--- src/rtl/qbp_pkg.sv ---
// Shared constants and carrier types for the parallel port block
package qbp_pkg;
    // ------------------------------------------------------------
    // Widths
    // ------------------------------------------------------------
    localparam int        BYTE_W    = 8;
    localparam int        NIB_W     = 4;
    localparam int        HEX_W     = 6;
    localparam int        PIN_CNT   = 34;
    localparam int        HEX_PINS  = 6;
    localparam int        HEX_MIN   = 3;
    localparam int        PWM8_CNT  = 6;
    localparam int        PWM14_CNT = 2;

    // ------------------------------------------------------------
    // Port selects for latch writes and reads
    // ------------------------------------------------------------
    localparam logic [2:0] SEL_A   = 3'h0;
    localparam logic [2:0] SEL_B   = 3'h1;
    localparam logic [2:0] SEL_NIB = 3'h2;
    localparam logic [2:0] SEL_D   = 3'h3;
    localparam logic [2:0] SEL_E   = 3'h4;

    // ------------------------------------------------------------
    // Reset values
    // ------------------------------------------------------------
    localparam logic [7:0] LATCH_RST = 8'hff;
    localparam logic [5:0] HEX_RST   = 6'h3f;

    // ------------------------------------------------------------
    // Bit positions in the third byte port and the hex port
    // ------------------------------------------------------------
    localparam int D_PAR  = 0;
    localparam int D_TXD  = 1;
    localparam int D_XI0  = 1;
    localparam int D_INT0 = 2;
    localparam int D_INT1 = 3;
    localparam int D_T0   = 4;
    localparam int D_T1   = 5;
    localparam int D_TST  = 6;
    localparam int D_XI1  = 7;
    localparam int E_A17  = 0;

    // ------------------------------------------------------------
    // Carrier types
    // ------------------------------------------------------------
    typedef struct packed {
        logic       en;
        logic [2:0] sel;
        logic [7:0] data;
    } qbp_wr_s;

    typedef struct packed {
        logic       en;
        logic       rmw;
        logic [2:0] sel;
    } qbp_rd_s;

    typedef struct packed {
        logic [3:0] c;
        logic [5:0] e;
        logic [7:0] d;
        logic [7:0] b;
        logic [7:0] a;
    } qbp_pins_s;

    typedef struct packed {
        logic [5:0] e;
        logic [7:0] d;
        logic [7:0] b;
        logic [7:0] a;
    } qbp_drv_s;

    typedef struct packed {
        logic xInt0;
        logic int0;
        logic int1;
        logic t0;
        logic t1;
        logic xInt1;
        logic rxd;
    } qbp_alt_s;
endpackage

--- src/rtl/qbp_port_block.sv ---
// Parallel port latches, pin drivers, read paths and alternate functions
//
// Contract
// - Thirty-four pins exist, with three 8-bit bidirectional byte ports.
// - The 4-bit nibble port is input only and never drives its pins.
// - The hex port has six bits, of which only the first E_PINS reach pins.
// - Every byte and hex port pin is programmable as input or output except while PWM, parity, A17 or a low TXD drives it.
// - A plain read returns latch AND pin level.
// - A read-modify-write read returns the latch, not the pin.
// - A latch bit of one makes the pin an input, and writing one restores input use.
// - Reset loads ones into every latch so all pins are inputs.
// - The first byte port is open-drain; a one leaves the pin floating.
// - Quasi ports drive high strongly for one clock only on a latch 0 to 1 change.
// - Secondary inputs of the third byte port follow the pin while its latch bit is one.
// - PWM enable bits route 8-bit channels 0-5 to second port bits 0-5 and 14-bit 0-1 to 6-7.
// - Third port bits 1-5 and 7 feed interrupts and timer inputs, bits 1 and 7 serial.
`timescale 1ns/100ps
module qbp_port_block
    import qbp_pkg::*;
#(
    parameter int E_PINS = HEX_PINS
) (
    input  wire logic       ref_clk,
    input  wire logic       nrst,
    input  wire qbp_wr_s    wrReq,
    input  wire qbp_rd_s    rdReq,
    output      logic [7:0] rdData,
    output      logic       rdValid,
    input  wire qbp_pins_s  pinIn,
    output      qbp_drv_s   pinOut,
    output      qbp_drv_s   pinOe,
    input  wire logic [7:0] pwmEnable,
    input  wire logic [5:0] pwm8,
    input  wire logic [1:0] pwm14,
    input  wire logic       fieldParityPinEnable,
    input  wire logic       oddEven,
    input  wire logic       txd,
    input  wire logic       highAddrBit17Select,
    input  wire logic       addr17,
    output      qbp_alt_s   altIn,
    output      logic       testMode
);
    // ------------------------------------------------------------
    // Elaboration check
    // ------------------------------------------------------------
    if (E_PINS < HEX_MIN || E_PINS > HEX_W) begin : g_chk
        $error("E_PINS out of range");
    end

    if ($bits(qbp_pins_s) != PIN_CNT) begin : g_pins
        $error("pin count does not match the port set");
    end

    // ------------------------------------------------------------
    // Helpers
    // ------------------------------------------------------------
    function automatic logic [7:0] readPort(input logic [7:0] lat,
                                            input logic [7:0] pin,
                                            input logic       rmw);
        readPort = rmw ? lat : (lat & pin);
    endfunction

    function automatic logic [7:0] nextLatch(input logic [7:0] lat,
                                             input logic       hit);
        nextLatch = hit ? wrReq.data : lat;
    endfunction

    // ------------------------------------------------------------
    // Input synchronisers
    // ------------------------------------------------------------
    qbp_pins_s syncMeta;
    qbp_pins_s pinSync;

    // Reset to the pulled-up idle level so nothing unknown leaks out after reset
    always_ff @(posedge ref_clk) begin
        if (!nrst) begin
            syncMeta <= '1;
            pinSync  <= '1;
        end else begin
            syncMeta <= pinIn;
            pinSync  <= syncMeta;
        end
    end

    // ------------------------------------------------------------
    // Latches
    // ------------------------------------------------------------
    logic [7:0] latchA;
    logic [7:0] latchB;
    logic [7:0] latchD;
    logic [5:0] latchE;

    wire        hitA   = wrReq.en && wrReq.sel == SEL_A;
    wire        hitB   = wrReq.en && wrReq.sel == SEL_B;
    wire        hitD   = wrReq.en && wrReq.sel == SEL_D;
    wire        hitE   = wrReq.en && wrReq.sel == SEL_E;
    wire  [7:0] next_latchA = nextLatch(latchA, hitA);
    wire  [7:0] next_latchB = nextLatch(latchB, hitB);
    wire  [7:0] next_latchD = nextLatch(latchD, hitD);
    wire  [7:0] next_latchE = nextLatch({2'h3, latchE}, hitE);

    always_ff @(posedge ref_clk) begin
        if (!nrst) begin
            latchA <= LATCH_RST;
            latchB <= LATCH_RST;
            latchD <= LATCH_RST;
            latchE <= HEX_RST;
        end else begin
            latchA <= next_latchA;
            latchB <= next_latchB;
            latchD <= next_latchD;
            latchE <= next_latchE[5:0];
        end
    end

    // ------------------------------------------------------------
    // Strong pull-up pulses on 0 to 1 latch changes
    // ------------------------------------------------------------
    wire  [7:0] riseB = ~latchB & next_latchB;
    wire  [7:0] riseD = ~latchD & next_latchD;
    wire  [5:0] riseE = ~latchE & next_latchE[5:0];

    // ------------------------------------------------------------
    // Next pin drive
    // ------------------------------------------------------------
    wire  [7:0] pwmAll  = {pwm14, pwm8};
    wire  [7:0] effD    = {next_latchD[7:2],
                           next_latchD[D_TXD] & txd,
                           fieldParityPinEnable ? oddEven : next_latchD[D_PAR]};
    wire  [7:0] altD    = {6'h00, 1'b0, fieldParityPinEnable};
    wire        e0Addr  = ~highAddrBit17Select;
    wire  [5:0] effE    = {next_latchE[5:1], e0Addr ? addr17 : next_latchE[E_A17]};
    wire  [5:0] eMask   = 6'((7'h01 << E_PINS) - 7'h01);

    qbp_drv_s next_pinOut;
    qbp_drv_s next_pinOe;

    assign next_pinOut.a = 8'h00;
    assign next_pinOe.a  = ~next_latchA;
    assign next_pinOut.b = (pwmEnable & pwmAll) | (~pwmEnable & next_latchB);
    assign next_pinOe.b  = pwmEnable | ~next_latchB | riseB;
    assign next_pinOut.d = effD;
    assign next_pinOe.d  = altD | ~effD | riseD;
    assign next_pinOut.e = effE & eMask;
    assign next_pinOe.e  = ({5'h00, e0Addr} | ~effE | riseE) & eMask;

    always_ff @(posedge ref_clk) begin
        if (!nrst) begin
            pinOut <= '0;
            pinOe  <= '0;
        end else begin
            pinOut <= next_pinOut;
            pinOe  <= next_pinOe;
        end
    end

    // ------------------------------------------------------------
    // Read path
    // ------------------------------------------------------------
    logic [7:0] next_rdData;

    always_comb begin
        case (rdReq.sel)
            SEL_A:   next_rdData = readPort(latchA, pinSync.a, rdReq.rmw);
            SEL_B:   next_rdData = readPort(latchB, pinSync.b, rdReq.rmw);
            SEL_NIB: next_rdData = {4'h0, pinSync.c};
            SEL_D:   next_rdData = readPort(latchD, pinSync.d, rdReq.rmw);
            SEL_E:   next_rdData = readPort({2'h3, latchE},
                                            {2'h3, pinSync.e}, rdReq.rmw) & {2'h0, eMask};
            default: next_rdData = 8'h00;
        endcase
    end

    always_ff @(posedge ref_clk) begin
        if (!nrst) begin
            rdData  <= 8'h00;
            rdValid <= 1'b0;
        end else begin
            rdData  <= rdReq.en ? next_rdData : rdData;
            rdValid <= rdReq.en;
        end
    end

    // ------------------------------------------------------------
    // Secondary inputs of the third byte port, idle high when masked
    // ------------------------------------------------------------
    wire  [7:0] gateD = ~latchD | pinSync.d;
    qbp_alt_s next_altIn;

    assign next_altIn.xInt0 = gateD[D_XI0];
    assign next_altIn.int0  = gateD[D_INT0];
    assign next_altIn.int1  = gateD[D_INT1];
    assign next_altIn.t0    = gateD[D_T0];
    assign next_altIn.t1    = gateD[D_T1];
    assign next_altIn.xInt1 = gateD[D_XI1];
    assign next_altIn.rxd   = gateD[D_XI1];

    always_ff @(posedge ref_clk) begin
        if (!nrst) begin
            altIn <= '1;
        end else begin
            altIn <= next_altIn;
        end
    end

    // ------------------------------------------------------------
    // Test strap, taken from the pin level seen at the release edge
    // ------------------------------------------------------------
    // Two synchroniser stages: that level reaches pinSync on the second edge, testMode loads on the third
    logic [1:0] strapAge;

    always_ff @(posedge ref_clk) begin
        if (!nrst) begin
            strapAge <= 2'h0;
            testMode <= 1'b0;
        end else begin
            strapAge <= (strapAge == 2'h3) ? strapAge : strapAge + 2'h1;
            testMode <= (strapAge == 2'h2) ? ~pinSync.d[D_TST] : testMode;
        end
    end

    logic       pastRst;
    logic [1:0] syncAge;
    wire  [5:0] strongD = pinOe.d[7:2] & pinOut.d[7:2];

    always_ff @(posedge ref_clk) begin
        pastRst <= ~nrst;
        if (!nrst) begin
            syncAge <= 2'h0;
        end else if (syncAge != 2'h3) begin
            syncAge <= syncAge + 2'h1;
        end
    end
endmodule

--- config.mk ---
export PLATFORM = sky130hd
export DESIGN_NAME = qbp_port_block
export DESIGN_NICKNAME = d
export VERILOG_FILES = /design/src/rtl/qbp_pkg.sv /design/src/rtl/qbp_port_block.sv
export SDC_FILE = /design/constraint.sdc
export NUM_CORES = 1
export LEC_CHECK = 0
export ABC_AREA = 1
export BUFFER_PORTS_ARGS = -buffer_cell sky130_fd_sc_hd__buf_4
export CORE_MARGIN = 5
export CORE_UTILIZATION = 46
export DETAILED_ROUTE_END_ITERATION = 8
export PLACE_DENSITY = 0.78
export SYNTH_ARGS = -nofsm -noshare
export SYNTH_HDL_FRONTEND = slang
export SYNTH_SLANG_ARGS = --single-unit
--- constraint.sdc ---
create_clock -name ref_clk -period 0.9 [get_ports ref_clk]
set_input_delay 0.09 -clock ref_clk [delete_from_list [all_inputs] [get_ports ref_clk]]
set_output_delay 0.09 -clock ref_clk [all_outputs]
set_load 0.1 [all_outputs]
==> tab_implementation.tex, run 1 <==
\begin{tabular}{lr}
\hline
Metric & Value \\
\hline
\multicolumn{2}{l}{\textbf{Floorplanning}} \\
\quad Total die area & 0.01446 mm² \\
\quad Core footprint & 0.01196 mm² \\
\quad Die width & $\sim$120 µm \\
\quad Die extent in y & 120.2 µm \\
\quad Top-level I/O count & 151 \\
\quad Initial Util & 46.74\% \\
\quad Floorplan row count & 40 \\
\multicolumn{2}{l}{\textbf{STA}} \\
\quad Total setup violations reported at the end of the flow & 105 \\
\quad Final worst path period need & 1.194 ns \\
\quad Smallest setup slack after layout & -0.2937 ns \\
\quad Final count of pins violating max slew & 0 \\
\quad Fin. Hold Viols & 0 \\
\quad Ratio of final minimum period to clock period & 132.6\% \\
\quad Setup repair after global routing missed its margin & true \\
\quad Worst clock skew & 0.009557 ns \\
\quad Max Fclk & 837.7 MHz \\
\multicolumn{2}{l}{\textbf{Clock tree}} \\
\quad Library cell used as clock root buffer & sky130\_fd\_sc\_hd\_\_clkbuf\_16 \\
\quad CTS tree & yes \\
\quad \# H-tree levels & 4 \\
\quad Register clock-pin slew on the reported worst setup and hold paths & 0.07 ns \\
\quad Max clock buf depth & 2 \\
\quad Number of clock buffers inserted by TritonCTS & 17 \\
\quad Sinks on the clock net & $\sim$170 \\
\quad Clock network latency to the later pin of the worst-skew pair & $\sim$0.42 ns \\
\multicolumn{2}{l}{\textbf{Worst setup path}} \\
\quad Total number of cells along the worst setup path & 6 \\
\quad CP max-delay cell & sky130\_fd\_sc\_hd\_\_dfxtp\_2 \\
\quad Cell type group with the largest total delay on the critical path & simple AND/OR/NAND/NOR gates \\
\quad Arrival time of the worst setup path & 1.50 ns \\
\quad Worst Setup Start Kind & register \\
\quad Crit-path cells & inv\_4, nand2\_1, nand2\_2, or2\_1, o21ai\_1, inv\_1 \\
\quad Number of cells traversed by the worst register-to-register path & 6 \\
\quad Data required time at the worst endpoint & roughly 1.2 ns \\
\quad Endpoint kind of the worst setup timing path & register \\
\quad Stage delay of the slowest cell on the critical path & approximately 0.34 ns \\
\quad Reg-to-reg startpoint & latchB[6] \\
\quad Critical R2R Capture & pinOe[14] \\
\quad Worst reg-to-reg setup slack & -0.29 ns \\
\quad Worst Setup Path Type & register to register \\
\quad Worst setup path endpoint & pinOe[14] \\
\quad Crit-path max FO & 3 \\
\quad Count of buffering cells on the critical path with inverters included & 2 \\
\quad CP Launch Point & latchB[6] \\
\multicolumn{2}{l}{\textbf{Detailed routing}} \\
\quad Count of vias placed by the detailed router & 5405 \\
\quad Antenna viol nets, final & 0 \\
\quad Number of detailed-routing iterations run before antenna repair & 9 \\
\quad DR iter-0 viols & 470 \\
\quad Per-cell via count in the routed design & 5.162 \\
\quad Detailed-route wire length & 20.52 mm \\
\quad DRC viols & 0 \\
\quad Wire length per cell & 19.60 µm \\
\multicolumn{2}{l}{\textbf{Job}} \\
\quad Max Cap Violations & 0 \\
\multicolumn{2}{l}{\textbf{Global routing}} \\
\quad Wire length of the first global-routing pass & 28.98 mm \\
\quad Total routing usage reported by global routing & between 20\% and 30\% \\
\quad Number of antenna violations at the first check in global routing & 0 \\
\quad Largest net degree at the start of global routing & 55 \\
\quad Global-route congestion overflow total & 0 \\
\quad Number of global-route vias before repair & between 5000 and 6000 \\
\multicolumn{2}{l}{\textbf{Pwr}} \\
\quad Pwr Density & between 2000 and 2500 mW/mm² \\
\quad Worst supply voltage drop on vdd & between 1 and 1.5 mV \\
\quad Overall power & 20.06 mW \\
\quad Leakage power & 4.479 nW \\
\multicolumn{2}{l}{\textbf{Final layout}} \\
\quad Leading cell types in the layout, fill and taps excluded & sky130\_fd\_sc\_hd\_\_buf\_4, sky130\_fd\_sc\_hd\_\_nand2\_1, sky130\_fd\_sc\_hd\_\_dfxtp\_2 \\
\quad Antenna fix cells & 0 \\
\quad Layout cells sized above 1 & 57.33\% \\
\quad Post-route non-filler standard cell count & 1047 \\
\quad Area growth from synthesis to layout & 76.92\% \\
\quad \# nets final & 964 \\
\quad Most common cell after layout, fill and taps aside & sky130\_fd\_sc\_hd\_\_buf\_4 \\
\multicolumn{2}{l}{\textbf{Synth}} \\
\quad Cell area after technology mapping & roughly 0.0056 mm² \\
\quad Number of enable-type register cells in the synthesized netlist & 0 \\
\quad Number of warnings printed during yosys synthesis & 0 \\
\quad Flop and latch count out of synthesis & 168 \\
\quad Synth async-reset ratio & 0\% \\
\quad Fraction of the yosys area taken by sequential cells & approximately three fifths \\
\quad Number of instances in the synthesized netlist & 625 \\
\quad Post-Syn Area per Cell & 8.945 µm² \\
\quad Count of unique library cells instantiated by Yosys & 29 \\
\quad Most frequently used flop master after synthesis & sky130\_fd\_sc\_hd\_\_dfxtp\_1 \\
\multicolumn{2}{l}{\textbf{Worst hold path}} \\
\quad Min-Delay Path Class & input port to register \\
\quad Start point of the worst min-delay path & wrReq[2] \\
\multicolumn{2}{l}{\textbf{Outcome}} \\
\quad Outcome & finished with violations \\
\quad Violated checks & negative setup slack \\
\multicolumn{2}{l}{\textbf{Placed design}} \\
\quad Number of cells in the design after placement & between 900 and 1000 \\
\quad GPL Wtd Cong & 0.8411 \\
\quad HPWL after detailed placement & 10.87 mm \\
\quad Count of input and output buffers & 142 \\
\hline
\end{tabular}
tightest hold or removal path: stages:
cell	delay [ns]
sky130_fd_sc_hd__buf_4	0.07
sky130_fd_sc_hd__inv_1	0.05
sky130_fd_sc_hd__nand3_1	0.08
sky130_fd_sc_hd__nand2_1	0.06
sky130_fd_sc_hd__nand2_1	0.07
state kept, by name, indices dropped and copies added, names as in the netlist:
name,flops
latchA,8
altIn,6
latchE,6
latchB,8
rdData,8
syncMeta,34
pinOe,30
strapAge,2
testMode,1
pinSync,34
latchD,8
rdValid,1
pinOut,22
report_power, final:
part           internal, mW  switching (mW)
combinational          1.53            2.30
sequential             7.82           0.270
clock                  5.17            2.97
total                  14.5            5.54
metal layers:
layer | routed length, µm | track usage [%]
met1 | 7467 | 28.72
met2 | 10230 | 47.35
met3 | 1803 | 6.080
met4 | 1016 | 11.05
met5 | 0 | 0
logic make-up (layout without fill, tap and decap cells):
group / Yosys count / in the layout / share of synthesized area [%]
other: 1 / 8 / 0.06708
AO/OA/AOI/OAI: 87 / 87 / 8.863
adder cells (fa/ha/maj): 2 / 2 / 0.4476
AND/OR/NAND/NOR: 283 / 283 / 23.97
flip-flops: 168 / 168 / 60.16
buffers and inverters: 84 / 352 / 6.490
stage by stage:
stage | cell area (µm²) | utilization (%) | setup WS (ns) | setup TNS [ns] | hold WS, ns
2_1_floorplan | 5767 | - | -0.07109 | -0.7644 | 0.1966
3_3_place_gp | 7284 | 60.90 | -0.2488 | -14.37 | 0.2782
3_5_place_dp | 7284 | 60.90 | -0.2789 | -15.77 | 0.2797
4_1_cts | 9560 | 79.93 | -0.2006 | -11.28 | -0.003270
5_1_grt | 9891 | 82.69 | -0.3267 | -16.40 | 0.08035
6_report | 9891 | 82.69 | -0.2937 | -13.74 | 0.04498
repair_timing:
item	in CTS	in global routing
setup buffers	9	6
hold endpoints to repair	67	0
pin swaps	27	40
setup endpoints to repair	104	118
resized for setup	272	88
hold buffers	57	0
gates cloned	0	1
layout make-up:
| type | count | area, µm² |
|---|---|---|
| clock buffer | 21 | 471.7 |
| clock inverter | 10 | 187.7 |
| fill | 549 | 2071 |
| inverter | 51 | 206.4 |
| multi-input combinational | 380 | 2237 |
| sequential | 168 | 3513 |
| tap | 147 | 183.9 |
| timing repair buffer | 269 | 3085 |
| timing repair inverter | 1 | 5.005 |
how the worst min path moves through the flow:
| stage | endpoint | depth (start not counted) |
|---|---|---|
| after floorplan | syncMeta[0] | 1 |
| after global placement | syncMeta[31] | 2 |
| after detailed placement | syncMeta[28] | 2 |
| after CTS | latchB[3] | 5 |
| after global routing | latchB[2] | 5 |
| final | latchB[2] | 5 |
synthesized netlist by cell type (all sizes together), types with 2 or more instances:
| cell type | instances | area, µm² |
|---|---|---|
| dfxtp | 168 | 3363 |
| nand2 | 115 | 444.2 |
| or2 | 78 | 488.0 |
| nor2 | 65 | 262.8 |
| inv | 50 | 187.7 |
| o21ai | 41 | 220.2 |
| a21oi | 32 | 160.2 |
| clkbuf | 19 | 72.56 |
| nand3 | 15 | 75.07 |
| buf | 14 | 98.84 |
| o211ai | 11 | 92.58 |
| nand3b | 6 | 45.04 |
| nand4 | 4 | 25.02 |
| o21a | 3 | 22.52 |
| ha | 2 | 25.02 |
Note: power is estimated with default switching activity, not from simulation.
==> inputs of run 2 (changes only) <==
--- a/config.mk
+++ b/config.mk
@@ -6,10 +6,10 @@
 export NUM_CORES = 1
 export LEC_CHECK = 0
-export ABC_AREA = 1
 export BUFFER_PORTS_ARGS = -buffer_cell sky130_fd_sc_hd__buf_4
 export CORE_MARGIN = 5
-export CORE_UTILIZATION = 46
+export CORE_UTILIZATION = 47
 export DETAILED_ROUTE_END_ITERATION = 8
-export PLACE_DENSITY = 0.78
+export PLACE_DENSITY = 0.79
+export SETUP_SLACK_MARGIN = 0.4
 export SYNTH_ARGS = -nofsm -noshare
 export SYNTH_HDL_FRONTEND = slang
==> constraint.sdc (replaced) <==
create_clock -name ref_clk -period 0.9 [get_ports ref_clk]
set_input_delay 0.09 -clock ref_clk [delete_from_list [all_inputs] [get_ports ref_clk]]
set_output_delay 0.09 -clock ref_clk [all_outputs]
set_load 0.02 [all_outputs]
==> tab_implementation.tex, run 2 <==
\begin{tabular}{lr}
\hline
Metric & Value \\
\hline
\multicolumn{2}{l}{\textbf{Outcome}} \\
\quad Outcome & finished with violations (unchanged) \\
\quad Violated checks & negative hold slack, negative setup slack (was negative setup slack) \\
\multicolumn{2}{l}{\textbf{Global routing}} \\
\quad Largest net degree at the start of global routing & 48 (was 55) \\
\quad Total routing usage reported by global routing & 21.14\% (was 25.91\%) \\
\quad Number of antenna violations at the first check in global routing & 0 (unchanged) \\
\quad Global-route congestion overflow total & 0 (unchanged) \\
\quad Wire length of the first global-routing pass & 23.40 mm (was 28.98 mm) \\
\quad Number of global-route vias before repair & 4421 (was 5493) \\
\multicolumn{2}{l}{\textbf{Placed design}} \\
\quad Post-place instance area & 0.007208 mm² (was 0.007284 mm²) \\
\quad HPWL after detailed placement & 10.38 mm (was 10.87 mm) \\
\quad GPL Wtd Cong & 0.7931 (was 0.8411) \\
\quad Count of input and output buffers & 142 (unchanged) \\
\multicolumn{2}{l}{\textbf{Synth}} \\
\quad Most frequently used flop master after synthesis & sky130\_fd\_sc\_hd\_\_dfxtp\_1 (unchanged) \\
\quad Fraction of the yosys area taken by sequential cells & 59.38\% (was 60.16\%) \\
\quad Cell types with the largest area share after synthesis & sky130\_fd\_sc\_hd\_\_dfxtp\_1, sky130\_fd\_sc\_hd\_\_nand2b\_1, sky130\_fd\_sc\_hd\_\_o21ai\_0 (was sky130\_fd\_sc\_hd\_\_dfxtp\_1, sky130\_fd\_sc\_hd\_\_or2\_2, sky130\_fd\_sc\_hd\_\_nand2\_1) \\
\quad Number of warnings printed during yosys synthesis & 0 (unchanged) \\
\quad Flop and latch count out of synthesis & 168 (unchanged) \\
\quad Count of unique library cells instantiated by Yosys & 38 (was 29) \\
\quad Leading cell type by number of instances after synthesis & sky130\_fd\_sc\_hd\_\_dfxtp\_1 (unchanged) \\
\quad Number of enable-type register cells in the synthesized netlist & 0 (unchanged) \\
\quad Post-Syn Area per Cell & 10.15 µm² (was 8.945 µm²) \\
\quad Post-synth top cells & sky130\_fd\_sc\_hd\_\_dfxtp\_1, sky130\_fd\_sc\_hd\_\_nand2b\_1, sky130\_fd\_sc\_hd\_\_nand2\_1, sky130\_fd\_sc\_hd\_\_o21ai\_0, sky130\_fd\_sc\_hd\_\_and2\_1 (was sky130\_fd\_sc\_hd\_\_dfxtp\_1, sky130\_fd\_sc\_hd\_\_nand2\_1, sky130\_fd\_sc\_hd\_\_or2\_2, sky130\_fd\_sc\_hd\_\_nor2\_1, sky130\_fd\_sc\_hd\_\_inv\_1) \\
\quad Area leader, netlist & sky130\_fd\_sc\_hd\_\_dfxtp\_1 (unchanged) \\
\quad Synth async-reset ratio & 0\% (unchanged) \\
\quad Fraction of synthesized cell area taken by the top area cell type & 59.38\% (was 60.16\%) \\
\quad Cell area after technology mapping & 0.005664 mm² (was 0.005590 mm²) \\
\quad Number of instances in the synthesized netlist & 558 (was 625) \\
\multicolumn{2}{l}{\textbf{STA}} \\
\quad Worst clock skew & 0.007571 ns (was 0.009557 ns) \\
\quad Smallest setup slack after layout & -0.2090 ns (was -0.2937 ns) \\
\quad Setup repair after global routing missed its margin & true (unchanged) \\
\quad Worst hold margin & -0.1552 ns (was 0.04498 ns) \\
\quad Fin. Hold Viols & 56 (was 0) \\
\quad Setup TNS after final layout & -5.456 ns (was -13.74 ns) \\
\quad Final worst path period need & 1.109 ns (was 1.194 ns) \\
\quad Ratio of final minimum period to clock period & 123.2\% (was 132.6\%) \\
\quad Total setup violations reported at the end of the flow & 87 (was 105) \\
\quad Final count of pins violating max slew & 0 (unchanged) \\
\quad Max Fclk & 901.7 MHz (was 837.7 MHz) \\
\multicolumn{2}{l}{\textbf{Final layout}} \\
\quad Layout fillers & 711 (was 549) \\
\quad Area growth from synthesis to layout & 62.76\% (was 76.92\%) \\
\quad Leading cell types in the layout, fill and taps excluded & sky130\_fd\_sc\_hd\_\_buf\_6, sky130\_fd\_sc\_hd\_\_buf\_4, sky130\_fd\_sc\_hd\_\_dfxtp\_2 (was sky130\_fd\_sc\_hd\_\_buf\_4, sky130\_fd\_sc\_hd\_\_nand2\_1, sky130\_fd\_sc\_hd\_\_dfxtp\_2) \\
\quad \# nets final & 829 (was 964) \\
\quad Largest registers ranked by flip-flop count & pinSync x34, syncMeta x34, pinOe x30 (unchanged) \\
\quad Multi-input gate area & 0.002749 mm² (was 0.002237 mm²) \\
\quad Non-Filler Cell Area, Final & 0.009219 mm² (was 0.009891 mm²) \\
\quad Most common cell after layout, fill and taps aside & sky130\_fd\_sc\_hd\_\_buf\_6 (was sky130\_fd\_sc\_hd\_\_buf\_4) \\
\quad Core utilization of the finished layout & 77.40\% (was 82.69\%) \\
\quad Antenna fix cells & 0 (unchanged) \\
\quad Total area of sequential cells & 0.003545 mm² (was 0.003513 mm²) \\
\quad Layout cells sized above 1 & 60.65\% (was 57.33\%) \\
\multicolumn{2}{l}{\textbf{Pwr}} \\
\quad Leakage power & 4.052 nW (was 4.479 nW) \\
\quad Worst supply voltage drop on vdd & 1.115 mV (about the same) \\
\quad Pwr Density & 1929 mW/mm² (was 2028 mW/mm²) \\
\multicolumn{2}{l}{\textbf{Worst hold path}} \\
\quad Min-Delay Path Class & input port to register (unchanged) \\
\multicolumn{2}{l}{\textbf{Job}} \\
\quad Max Cap Violations & 0 (unchanged) \\
\multicolumn{2}{l}{\textbf{Floorplanning}} \\
\quad Initial Util & 47.55\% (was 46.74\%) \\
\quad Top-level I/O count & 151 (unchanged) \\
\quad Die width & 119.8 µm (was 120.2 µm) \\
\quad Core footprint & 0.01191 mm² (was 0.01196 mm²) \\
\quad Floorplan row count & 40 (unchanged) \\
\quad Total die area & 0.01435 mm² (was 0.01446 mm²) \\
\quad Die extent in y & 119.8 µm (was 120.2 µm) \\
\multicolumn{2}{l}{\textbf{Detailed routing}} \\
\quad Count of vias placed by the detailed router & 4587 (was 5405) \\
\quad DRC viols & 0 (unchanged) \\
\quad Uppermost signal routing layer after detailed routing & met4 (unchanged) \\
\quad Detailed-route wire length & 16.82 mm (was 20.52 mm) \\
\quad Per-cell via count in the routed design & 5.030 (was 5.162) \\
\quad Wire length on met3 & 1.179 mm (was 1.803 mm) \\
\quad Antenna viol nets, final & 0 (unchanged) \\
\quad DR iter-0 viols & 281 (was 470) \\
\quad Number of detailed-routing iterations run before antenna repair & 4 (was 9) \\
\quad Sum of routed wire segments on met1 & 6.825 mm (was 7.467 mm) \\
\quad Met2 wire length & 8.441 mm (was 10.23 mm) \\
\quad Wire length per cell & 18.45 µm (was 19.60 µm) \\
\multicolumn{2}{l}{\textbf{Clock tree}} \\
\quad CTS tree & yes (unchanged) \\
\quad Library cell used as clock root buffer & sky130\_fd\_sc\_hd\_\_clkbuf\_16 (unchanged) \\
\quad Sinks on the clock net & 168 (unchanged) \\
\quad Number of clock buffers inserted by TritonCTS & 17 (unchanged) \\
\quad \# H-tree levels & 4 (unchanged) \\
\quad Register clock-pin slew on the reported worst setup and hold paths & 0.06 ns (was 0.07 ns) \\
\quad Max clock buf depth & 2 (unchanged) \\
\quad Clock network latency to the later pin of the worst-skew pair & 0.42 ns (about the same) \\
\multicolumn{2}{l}{\textbf{Worst setup path}} \\
\quad Arrival time of the worst setup path & 1.41 ns (was 1.50 ns) \\
\quad Worst Setup Start Kind & register (unchanged) \\
\quad Worst Setup Path Type & register to register (unchanged) \\
\quad Crit-path max FO & 1 (was 3) \\
\quad Data required time at the worst endpoint & 1.20 ns (about the same) \\
\quad Endpoint kind of the worst setup timing path & register (unchanged) \\
\hline
\end{tabular}
-- run 2: cell count changes in the layout (fill, tap and decap cells not counted), sizes merged, moves of 34 or more --
cell         change
dlygate4sd3     -57
inv             -34
nand2           -64
nand2b          +75
nor2            -44
or2             -78
-- run 2: what timing repair did --
| item | CTS | global route |
|---|---|---|
| pin swaps | 70 | 22 |
| buffers inserted | 11 | 9 |
| endpoints found under the setup margin | 202 | 202 |
| resized for setup | 249 | 108 |
| endpoints found under the hold margin | 66 | 58 |
| cloned | 0 | 2 |
-- run 2: critical path: stages, from the launching register on --
cell,delay [ns]
sky130_fd_sc_hd__dfxtp_1,0.29
sky130_fd_sc_hd__o21ai_1,0.17
sky130_fd_sc_hd__o22ai_2,0.10
sky130_fd_sc_hd__o41a_1,0.42
-- run 2: cell type report --
| cell class | instances | share of cell area [%] |
|---|---|---|
| Multi-Input combinational cell | 341 | 29.82 |
| Sequential cell | 168 | 38.45 |
| Clock buffer | 24 | 5.347 |
| Inverter | 18 | 0.7600 |
| Tap cell | 147 | 1.995 |
| Clock inverter | 7 | 1.249 |
| Timing Repair Buffer | 207 | 22.38 |
-- run 2: path summary, 6_finish.rpt --
| kind | startpoint | endpoint | slack (ns) | depth (start not counted) |
|---|---|---|---|---|
| worst max-delay path | pinSync[2] | rdData[2] | -0.21 | 3 |
| worst max register to register | pinSync[2] | rdData[2] | -0.21 | 3 |
| worst min register to register | syncMeta[14] | pinSync[14] | 0.40 | 1 |
| worst min-delay path | pinIn[30] | syncMeta[30] | -0.16 | 2 |
-- run 2: power breakdown --
part	internal (mW)	switching [mW]	leakage (nW)
Sequential	7.81	0.224	1.39
Clock	4.66	2.83	0.291
Combinational	1.21	1.04	2.37
-- run 2: per-stage QoR --
step | cells | setup slack [ns] | total power, mW
after detailed placement | 859 | -0.4342 | 9.842
after global routing | 912 | -0.2720 | 18.37
final | 912 | -0.2090 | 17.78
after global placement | 859 | -0.3904 | 9.792
after floorplan | 565 | -0.1828 | 9.053
after CTS | 901 | -0.2257 | 17.54
-- run 2: logic make-up (layout without fill, tap and decap cells) --
family                     Yosys count  after routing  share of synthesized area (%)
AOI/OAI and AO/OA                   90             90                          9.720
xor gates and xnor gates             1              1                         0.1547
adders and majority gates            2              2                         0.4417
buffers and inverters               56            256                          4.550
DFF                                168            168                          59.38
muxes                               22             22                          3.888
other                                1              8                        0.06621
and+or+nand+nor                    218            218                          21.80
-- run 2: per-layer routing --
metal / track usage (%) / vias to the layer above
met2: 34.00 / 180
met3: 6.739 / 28
li1: - / 2224
met5: 0 / -
met4: 7.874 / 0
met1: 26.66 / 2155
